### config.mk
export PLATFORM = sky130hd
export DESIGN_NAME = patch_breakpoint_unit
export DESIGN_NICKNAME = d
export VERILOG_FILES = /design/src/patch_breakpoint_unit.v /design/src/patch_compare.v
export VERILOG_INCLUDE_DIRS = /design/src
export SDC_FILE = /design/constraint.sdc
export NUM_CORES = 1
export LEC_CHECK = 0
export BUFFER_PORTS_ARGS = -buffer_cell sky130_fd_sc_hd__buf_2
export CORE_ASPECT_RATIO = 1.2
export CORE_MARGIN = 8
export CORE_UTILIZATION = 45
export CTS_BUF_LIST = sky130_fd_sc_hd__clkbuf_16
export DETAILED_ROUTE_END_ITERATION = 7
export PLACE_DENSITY = 0.65
export SYNTH_ARGS = -nofsm -noshare
export SYNTH_HDL_FRONTEND = slang
export SYNTH_HIERARCHICAL = 1
export SYNTH_SLANG_ARGS = --single-unit
### constraint.sdc
create_clock -name clk -period 5.97 [get_ports clk]
set_clock_uncertainty 0.15 [all_clocks]
set_input_delay 0.597 -clock clk [delete_from_list [all_inputs] [get_ports clk]]
set_output_delay 0.597 -clock clk [all_outputs]
set_load 0.01 [all_outputs]
### src/patch_breakpoint_unit_consts.vh
// Purpose: Shared offsets, fields and reset values of the patch and breakpoint unit
// Assumes: 32-bit APB register bus, one word per register
// Notes: Included by the unit top and its comparator
`ifndef PATCH_BREAKPOINT_UNIT_CONSTS_VH
`define PATCH_BREAKPOINT_UNIT_CONSTS_VH

// Register byte offsets
`define PBU_CTRL_OFS 12'h000
`define PBU_STAT_OFS 12'h004
`define PBU_REMAP_OFS 12'h008
`define PBU_COMP_BASE_OFS 12'h010
`define PBU_COMP_LAST_OFS 12'h02C

// Control register fields
`define PBU_CTRL_GEN_BIT 0
// Comparator register fields
`define PBU_COMP_EN_BIT 0
`define PBU_COMP_BKPT_BIT 1
`define PBU_COMP_ADDR_HI 28
`define PBU_COMP_ADDR_LO 2
// Remap base holds bits 31..5, offsets fill bits 4..2
`define PBU_REMAP_LO 5

// Flash space is the low 512 MB
`define PBU_FLASH_TAG 3'h0

// Literal load sizes
`define PBU_SIZE_BYTE 2'h0
`define PBU_SIZE_HALF 2'h1
`define PBU_SIZE_WORD 2'h2

// Reset values
`define PBU_CTRL_RST 32'h00000000
`define PBU_REMAP_RST 32'h20000000
`define PBU_COMP_RST 32'h00000000

`endif

### src/patch_breakpoint_unit.v
// Purpose: Flash patch and hardware breakpoint unit with APB registers
// Assumes: Core fetch and literal requests arrive on clk, one per cycle at most
// Notes: Results come one cycle after the request, alongside the flash access
`timescale 1ns/1ps
`default_nettype none
`include "patch_breakpoint_unit_consts.vh"

module patch_breakpoint_unit #(
  parameter N_INSTR = 6, // Instruction comparators
  parameter N_LIT = 2, // Literal comparators
  parameter [15:0] BKPT_OPCODE = 16'h0000 // Arbitrary breakpoint encoding
) (
  input wire clk, // Core clock, 125 MHz
  input wire rst_b, // Async reset, active low
  input wire psel, // APB select
  input wire penable, // APB access phase
  input wire pwrite, // APB write
  input wire [11:0] paddr, // APB byte address
  input wire [31:0] pwdata, // APB write data
  output wire pready, // APB ready, always high
  output reg [31:0] prdata, // APB read data
  output reg pslverr, // APB error on unmapped offset
  input wire fetch_valid, // Instruction fetch request
  input wire [31:0] fetch_addr, // Instruction fetch address
  input wire lit_valid, // Literal load request
  input wire [31:0] lit_addr, // Literal load address
  input wire [1:0] lit_size, // Literal load size
  output reg fetch_remap, // Fetch redirected to RAM
  output reg fetch_bkpt, // Fetch answered with breakpoint
  output reg fetch_discard, // Drop original flash fetch
  output reg [31:0] fetch_new_addr, // Redirected fetch address
  output reg [15:0] fetch_bkpt_instr, // Breakpoint instruction returned
  output reg [31:0] fetch_prot_addr, // Address for protection check
  output reg lit_remap, // Literal redirected to RAM
  output reg lit_discard, // Drop original flash load
  output reg [31:0] lit_new_addr, // Redirected literal address
  output reg [31:0] lit_prot_addr // Address for protection check
);

  localparam N_COMP = N_INSTR + N_LIT;

  reg [31:0] ctrl_q;
  reg [31:0] remap_q;
  reg [31:0] comp_q [0:N_COMP-1];
  reg [3:0] last_idx_q;
  reg last_bkpt_q;
  reg last_any_q;
  wire [N_COMP-1:0] hit;
  wire lit_unaligned;
  wire wr_acc;
  wire rd_setup;
  wire comp_sel;
  wire [2:0] comp_idx;
  reg fetch_hit_any;
  reg [2:0] fetch_idx;
  reg fetch_is_bkpt;
  reg lit_hit_any;
  reg [2:0] lit_idx;
  reg [31:0] rd_mux;
  reg rd_err;
  integer i;
  // Separate loop index so the reset loop does not share a driver with the priority search
  integer k;

  assign lit_unaligned = ((lit_size == `PBU_SIZE_HALF) && lit_addr[0]) ||
                         ((lit_size == `PBU_SIZE_WORD) && (lit_addr[1:0] != 2'h0)) ||
                         (lit_size == 2'h3);

  // Eight comparators, instruction first then literal
  genvar g;
  generate
    for (g = 0; g < N_COMP; g = g + 1) begin : g_comp
      if (g < N_INSTR) begin : g_instr
        patch_compare u_cmp (
          .global_en(ctrl_q[`PBU_CTRL_GEN_BIT]),
          .cfg(comp_q[g]),
          .probe_addr(fetch_addr),
          .probe_valid(fetch_valid),
          .hit(hit[g])
        );
      end else begin : g_lit
        patch_compare u_cmp (
          .global_en(ctrl_q[`PBU_CTRL_GEN_BIT]),
          .cfg(comp_q[g]),
          .probe_addr(lit_addr),
          .probe_valid(lit_valid & ~lit_unaligned),
          .hit(hit[g])
        );
      end
    end
  endgenerate

  // Lowest-numbered matching comparator wins
  always @* begin
    fetch_hit_any = 1'b0;
    fetch_idx = 3'h0;
    fetch_is_bkpt = 1'b0;
    lit_hit_any = 1'b0;
    lit_idx = 3'h0;
    for (i = N_INSTR - 1; i >= 0; i = i - 1) begin
      if (hit[i]) begin
        fetch_hit_any = 1'b1;
        fetch_idx = i[2:0];
        fetch_is_bkpt = comp_q[i][`PBU_COMP_BKPT_BIT];
      end
    end
    for (i = N_COMP - 1; i >= N_INSTR; i = i - 1) begin
      if (hit[i]) begin
        lit_hit_any = 1'b1;
        lit_idx = i[2:0];
      end
    end
  end

  // Fetch and literal results, one cycle after the request
  always @(posedge clk or negedge rst_b) begin
    if (!rst_b) begin
      fetch_remap <= 1'b0;
      fetch_bkpt <= 1'b0;
      fetch_discard <= 1'b0;
      fetch_new_addr <= 32'h00000000;
      fetch_bkpt_instr <= 16'h0000;
      fetch_prot_addr <= 32'h00000000;
      lit_remap <= 1'b0;
      lit_discard <= 1'b0;
      lit_new_addr <= 32'h00000000;
      lit_prot_addr <= 32'h00000000;
    end else begin
      fetch_remap <= fetch_hit_any & ~fetch_is_bkpt;
      fetch_bkpt <= fetch_hit_any & fetch_is_bkpt;
      // original flash fetch dropped on match
      fetch_discard <= fetch_hit_any;
      fetch_new_addr <= {remap_q[31:`PBU_REMAP_LO], fetch_idx, 2'h0};
      fetch_bkpt_instr <= fetch_hit_any & fetch_is_bkpt ? BKPT_OPCODE : 16'h0000;
      fetch_prot_addr <= fetch_valid ? fetch_addr : fetch_prot_addr;
      lit_remap <= lit_hit_any;
      // original flash load dropped on match
      lit_discard <= lit_hit_any;
      lit_new_addr <= {remap_q[31:`PBU_REMAP_LO], lit_idx, 2'h0};
      lit_prot_addr <= lit_valid ? lit_addr : lit_prot_addr;
    end
  end

  // Status: most recent matching comparator, a literal match beating a fetch match in the same cycle
  always @(posedge clk or negedge rst_b) begin
    if (!rst_b) begin
      last_idx_q <= 4'h0;
      last_bkpt_q <= 1'b0;
      last_any_q <= 1'b0;
    end else if (lit_hit_any) begin
      last_idx_q <= {1'b0, lit_idx};
      last_bkpt_q <= 1'b0;
      last_any_q <= 1'b1;
    end else if (fetch_hit_any) begin
      last_idx_q <= {1'b0, fetch_idx};
      last_bkpt_q <= fetch_is_bkpt;
      last_any_q <= 1'b1;
    end
  end

  // APB decode; zero wait states keep the master simple
  assign pready = 1'b1;
  assign wr_acc = psel & penable & pwrite;
  assign rd_setup = psel & ~penable;
  assign comp_sel = (paddr >= `PBU_COMP_BASE_OFS) && (paddr <= `PBU_COMP_LAST_OFS) &&
                    (paddr[1:0] == 2'h0);
  assign comp_idx = paddr[4:2] - 3'h4;

  // Register writes take effect at the access edge
  always @(posedge clk or negedge rst_b) begin
    if (!rst_b) begin
      ctrl_q <= `PBU_CTRL_RST;
      remap_q <= `PBU_REMAP_RST;
      for (k = 0; k < N_COMP; k = k + 1) begin
        comp_q[k] <= `PBU_COMP_RST;
      end
    end else if (wr_acc) begin
      if (paddr == `PBU_CTRL_OFS) begin
        ctrl_q <= {31'h0, pwdata[`PBU_CTRL_GEN_BIT]};
      end
      if (paddr == `PBU_REMAP_OFS) begin
        remap_q <= {pwdata[31:`PBU_REMAP_LO], 5'h0};
      end
      if (comp_sel) begin
        comp_q[comp_idx] <= {3'h0, pwdata[`PBU_COMP_ADDR_HI:`PBU_COMP_ADDR_LO],
                             pwdata[`PBU_COMP_BKPT_BIT] & (comp_idx < N_INSTR),
                             pwdata[`PBU_COMP_EN_BIT]};
      end
    end
  end

  // Read mux; literal comparators read their breakpoint bit as zero
  always @* begin
    rd_mux = 32'h00000000;
    rd_err = 1'b0;
    if (paddr == `PBU_CTRL_OFS) begin
      rd_mux = ctrl_q;
    end else if (paddr == `PBU_STAT_OFS) begin
      rd_mux = {22'h0, last_any_q, last_bkpt_q, 4'h0, last_idx_q};
    end else if (paddr == `PBU_REMAP_OFS) begin
      rd_mux = remap_q;
    end else if (comp_sel) begin
      rd_mux = comp_q[comp_idx];
    end else begin
      rd_err = 1'b1;
    end
  end

  // Read data and error are captured in setup, stable through access
  always @(posedge clk or negedge rst_b) begin
    if (!rst_b) begin
      prdata <= 32'h00000000;
      pslverr <= 1'b0;
    end else if (rd_setup) begin
      prdata <= pwrite ? 32'h00000000 : rd_mux;
      pslverr <= rd_err;
    end else if (!psel) begin
      pslverr <= 1'b0;
    end
  end

endmodule
`default_nettype wire

### src/patch_compare.v
// Purpose: One address comparator of the patch and breakpoint unit
// Assumes: Word-granular compare inside flash space
// Notes: Purely combinational, top registers the outcome
`timescale 1ns/1ps
`default_nettype none
`include "patch_breakpoint_unit_consts.vh"

module patch_compare (
  input wire global_en, // Unit-wide enable
  input wire [31:0] cfg, // Comparator register contents
  input wire [31:0] probe_addr, // Address under test
  input wire probe_valid, // Access present this cycle
  output wire hit // Comparator matched
);

  wire in_flash;
  wire addr_eq;

  // Only flash-space accesses are candidates
  assign in_flash = (probe_addr[31:29] == `PBU_FLASH_TAG);
  assign addr_eq = (probe_addr[`PBU_COMP_ADDR_HI:`PBU_COMP_ADDR_LO] ==
                    cfg[`PBU_COMP_ADDR_HI:`PBU_COMP_ADDR_LO]);

  assign hit = global_en & cfg[`PBU_COMP_EN_BIT] & probe_valid & in_flash & addr_eq;

endmodule
`default_nettype wire

==> Yosys cells after proc, flatten, opt, wreduce, memory -nomap -nowiden <==
Cells that the tools add are included.
{ "totals": {"output_inout_bits": 183, "word_cells": 147, "input_bits": 117, "ff_bits": 451} }
{ "classes": {"muxes": 45, "bitwise": 43, "reduce_logical": 16, "addsub": 1, "eq_ne": 14, "magnitude_cmp": 5} }
{ "op_table": {"columns": ["operator", "count"], "rows": [
  ["256-bit bitwise mux", 1],
  ["32-bit 2-to-1 mux", 8],
  ["27-bit == test", 8],
  ["32-bit binary-select mux with 3-bit select", 1],
  ["32-bit demux with 3-bit select", 1],
  ["1-bit AND", 39],
  ["1-bit 2-to-1 mux", 24],
  ["3-bit 2-to-1 mux", 8],
  ["12-bit by 3-bit == test with 1-bit output (second input constant)", 1],
  ["12-bit by 4-bit == test with 1-bit output (second input constant)", 1],
  ["12-bit by 5-bit greater-or-equal comparator with 1-bit output (second input constant)", 1],
  ["12-bit by 6-bit <= comparator with 1-bit output (second input constant)", 1],
  ["12-bit zero test", 1],
  ["4-bit 2-to-1 mux", 2],
  ["3-bit zero test", 2],
  ["2-bit AND reduction", 3],
  ["1-bit logical AND", 5],
  ["2-bit == test (second input constant)", 2],
  ["4-bit greater-or-equal comparator (second input constant)", 1],
  ["4-bit by 1-bit less-than comparator with 1-bit output (second input constant)", 1],
  ["3-bit inverter with 4-bit output", 1],
  ["2-bit nonzero test", 2],
  ["3-bit less-than comparator (second input constant)", 1],
  ["1-bit inverter", 3],
  ["other kinds (5)", 6]
]} }

==> Depth between registers and ports, before layout <==
{ "depth": {"depth_word": 12, "mapped_depth": 9, "mapped_depth_nobuf": 9} }

==> By module <==
Netlist, hierarchy kept.
{ "modules_own_cells": {"columns": ["mod", "area_per_inst_um2", "cells_each", "instances", "seq_area_each_um2"], "rows": [
  ["patch_breakpoint_unit", 16841.2, 1076, 1, 9960.8],
  ["patch_compare", 312.8, 38, 8, 0.0]
]} }

==> Least setup slack after synthesis <==
OpenSTA, ideal clock, no wires.
{ "synth_timing": {"path_type": "input -> register", "start": "input port paddr[7]", "end": "register remap_q[13]", "t_required_ns": 5.695, "path_slack_ns": 3.329, "path_stages": 5, "n_path_buf": 2, "t_arrival_ns": 2.366, "path_cell_list": "or4_1 -> buf_6 -> nor4_4 -> buf_6 -> mux2_4"} }
{ "synth_between": {"elab_chain_cells": 2} }
{ "synth_rtl": {"columns": ["item", "line_no", "rtl"], "rows": [
  ["from (decl)", "patch_breakpoint_unit.v:18", "input wire [11:0] paddr,"],
  ["12-bit by 4-bit == test with 1-bit output (no source line)", null, null],
  ["2-bit AND reduction (no source line)", null, null],
  ["to (signal assigned)", "patch_breakpoint_unit.v:173", "remap_q <= `PBU_REMAP_RST;"],
  ["to (signal assigned)", "patch_breakpoint_unit.v:182", "remap_q <= {pwdata[31:`PBU_REMAP_LO], 5'h0};"],
  ["to (decl)", "patch_breakpoint_unit.v:43", "reg [31:0] remap_q;"]
]} }
No other way between the ends.
A chain may end at the register's enable or synchronous reset.

==> Worst setup path in the final report <==
{ "layout_timing": {"start": "register comp_q[116] (netlist name)", "end": "register fetch_remap"} }
{ "layout_between": {"elab_chain_cells": 9, "elab_cells_between_ends": 14, "cone_classes": "eq/ne: 1; mux: 10; bitwise: 3"} }
{ "layout_rtl": {"columns": ["item", "line_no", "rtl"], "rows": [
  ["from (decl)", "patch_breakpoint_unit.v:44", "reg [31:0] comp_q [0:N_COMP-1];"],
  ["from (signal, indexed assignment)", "patch_breakpoint_unit.v:175", "comp_q[k] <= `PBU_COMP_RST;"],
  ["from (signal, indexed assignment)", "patch_breakpoint_unit.v:185", "comp_q[comp_idx] <= {3'h0, pwdata[`PBU_COMP_ADDR_HI:`PBU_COMP_ADDR_LO],"],
  ["27-bit == test (*)", "patch_compare.v:21", "assign addr_eq = (probe_addr[`PBU_COMP_ADDR_HI:`PBU_COMP_ADDR_LO] =="],
  ["1-bit AND (*)", "patch_compare.v:24", "assign hit = global_en & cfg[`PBU_COMP_EN_BIT] & probe_valid & in_flash & addr_eq;"],
  ["named net hit[4]", "patch_breakpoint_unit.v:48", "wire [N_COMP-1:0] hit;"],
  ["1-bit 2-to-1 mux (5 in a row)", "patch_breakpoint_unit.v:101", "if (hit[i]) begin"],
  ["1-bit inverter", "patch_breakpoint_unit.v:129", "fetch_remap <= fetch_hit_any & ~fetch_is_bkpt;"],
  ["1-bit AND (*)", "patch_breakpoint_unit.v:129", null],
  ["to (signal assigned)", "patch_breakpoint_unit.v:129", null],
  ["to (decl)", "patch_breakpoint_unit.v:28", "output reg fetch_remap,"]
]} }
Mark *: on every way through the listed nets, which the timed path passes. The rest lies on a longest branch.

==> metrics <==
total grt overflow 0; worst min path class in -> reg; global-route wire length before repair 82900 um; status finished clean; Routed WL per cell 24.8 um; Final period util 51.4%; Post-CTS Resized 0; #FFs+latches synth 398; CP Max Fanout 6; endpoints failing setup 0; crit path time final 3.07 ns; RePlAce Congestion 0.886; DRT Wirelength 54900 um; Post-CTS Setup Inserts 0; Vias 12500; most frequent cells in the layout dfrtp_1, mux2_2, buf_2; Initial Util 45.4%; CTS Root Cell clkbuf_16; antenna-violating nets left 0; total power 5.77 mW; number of synthesized flops with an enable pin 0; final hold violations 0; dpl ws 2.38 ns; Worst-path clk slew 0.06 ns; layout cells sized above 1 45.3%; Mapped Cells 1380; most common cell after layout, fill and taps aside dfrtp_1; Worst Path Arrival 3.39 ns; Setup TNS 0 ns; drt pass-1 iters 5; clock buffer depth 3; fin. max-slew vios 0; crit path kind reg -> reg; initial drt markers 706; clock sinks 398; PortBufs 278; sequential-to-total area share from yosys stat 51.5%; die area 49900 um2; I/O pin count 300; FFs w/ async S/R, synth 100%; post-synthesis instance area 19300 um2; Post-synth top flop dfrtp_1; fmax 326 MHz; Die Y-Extent 243 um; drt drc 0; worst setup margin 2.90 ns; area added between synthesis and finish 15.6%; synth warn 6; Total GRT Usage 21.7%; vias in the first global route 13200; Detailed Place HPWL 38800 um; Via-to-Cell Ratio 5.63; Critical Path RT 6.29 ns; pwr/cell area 258 nW/um2; cts bufs inserted 42; Leak 11.2 nW; maxcap violations 0; unique cell type count in the Yosys netlist 54; RSZ-0062 raised after global routing no; initial antenna violation count 3; Slew headroom 18.8%; CTS tree done; hold_buf cts 1; Clock Latency Late Sink 0.54 ns; die outline width 205 um; Core Rows 83; worst-margin pin slew 1.22 ns; synthesized area per cell 14.0 um2; fin nets 1749; Critical Path Source Type flip-flop; Crit. End Element flip-flop; Core Region 42600 um2; largest net degree at the start of global routing 127; peak supply drop 0.202 mV; H-tree depth 2; hold_ws 0.128 ns
## worst max-delay path, stage by stage (launching register included)
cell	delay (ns)
dfrtp_1	0.40
xor2_1	0.17
nor4_1	0.50
nand4_1	0.35
nor4_2	0.64
nand3b_1	0.19
a211oi_1	0.08
o31ai_1	0.33
inv_1	0.10
nor2_1	0.10
## cells by family (layout without fill, tap and decap cells)
kind of cell,after synthesis,after routing,share of synthesized area (%)
flops,398,398,51.5
buf+inv,119,383,3.62
other cells,2,22,0.0388
xor+xnor,216,216,9.78
compound gates,88,88,2.92
mux,403,403,26.8
simple gates,154,154,5.29
## area by class of cell
| type | count | area, um2 |
|---|---|---|
| multi-input cells | 882 | 8770 |
| clock inverters | 30 | 204 |
| flip-flops and latches | 398 | 9960 |
| repair buffers | 298 | 1580 |
| fillers | 3694 | 20200 |
| clock buffers | 45 | 1130 |
| well taps | 552 | 691 |
| diodes | 1 | 2.50 |
| inverters | 10 | 37.5 |
## Yosys cell counts, types with 3 or more instances
master	count	area, um2
dfrtp_1	397	9930
mux2_2	305	3430
xor2_1	152	1330
xnor2_1	64	561
mux4_2	58	1310
buf_4	50	375
o21ai_0	35	175
nand4_1	34	213
nor4_1	34	213
mux2i_1	28	280
buf_2	23	115
a22oi_1	22	165
clkbuf_1	22	82.6
nor3_1	16	80.1
nand2_1	12	45.0
mux2_4	10	150
buf_1	9	33.8
inv_1	9	33.8
a21oi_1	8	40.0
nor2_1	8	30.0
nor4_2	8	100
nor4b_1	8	70.1
buf_6	5	56.3
nor2b_1	5	31.3
a22o_1	4	35.0
a32oi_1	4	35.0
nand2b_1	4	25.0
o31ai_1	4	30.0
nand3_1	3	15.0
nor2_2	3	18.8
nor4_4	3	63.8
or2_2	3	18.8
or3_1	3	18.8
or4_1	3	22.5
## metrics by stage
| stage | instances | util (%) | instance area (um2) |
|---|---|---|---|
| global placement | 2139 | 49.4 | 21000 |
| floorplan | 1399 | - | 19400 |
| CTS | 2215 | 52.5 | 22400 |
| detailed placement | 2139 | 49.4 | 21000 |
| finish | 2216 | 52.5 | 22400 |
| global route | 2216 | 52.5 | 22400 |
## layer usage
| layer | track usage, % | vias up | share of wire (%) |
|---|---|---|---|
| li1 | - | 5497 | - |
| met1 | 28.2 | 6524 | 41 |
| met2 | 36.4 | 370 | 50 |
| met3 | 4.06 | 73 | 6.0 |
| met4 | 6.48 | 2 | 2.7 |
| met5 | 0 | - | 0.024 |
## path summary, 6_finish.rpt
kind	slack [ns]	endpoint	from	depth (start not counted)
max in group asynchronous	3.71	prdata[19]$_DFFE_PN0P_	rst_b	3
min	0.13	remap_q[29]$_DFFE_PN1P_	pwdata[29]	2
min in group asynchronous	0.52	lit_prot_addr[18]$_DFFE_PN0P_	rst_b	2
max	2.90	fetch_remap$_DFF_PN0_	comp_q[116]$_DFFE_PN0P_	9
max reg2reg	2.90	fetch_remap$_DFF_PN0_	comp_q[116]$_DFFE_PN0P_	9
min reg2reg	0.24	lit_new_addr[9]$_DFF_PN0_	remap_q[9]$_DFFE_PN0P_	0
## sequential cells by signal, summed over array words and instances, names as in the netlist
name and flops:
comp_q 232, last_bkpt_q 1, remap_q 27, lit_prot_addr 32, fetch_remap 1, last_any_q 1
fetch_prot_addr 32, pslverr 1, lit_new_addr 29, lit_discard 1, last_idx_q 3, prdata 32
fetch_new_addr 3, fetch_discard 1, fetch_bkpt 1, ctrl_q 1
## where the power goes
| group | total [mW] | internal [mW] | switching [mW] |
|---|---|---|---|
| logic | 0.461 | 0.167 | 0.293 |
| registers | 2.77 | 2.74 | 0.0227 |
| clock network | 2.54 | 1.48 | 1.06 |
| total | 5.77 | 4.39 | 1.38 |
Note: power is estimated with default switching activity, not from simulation.
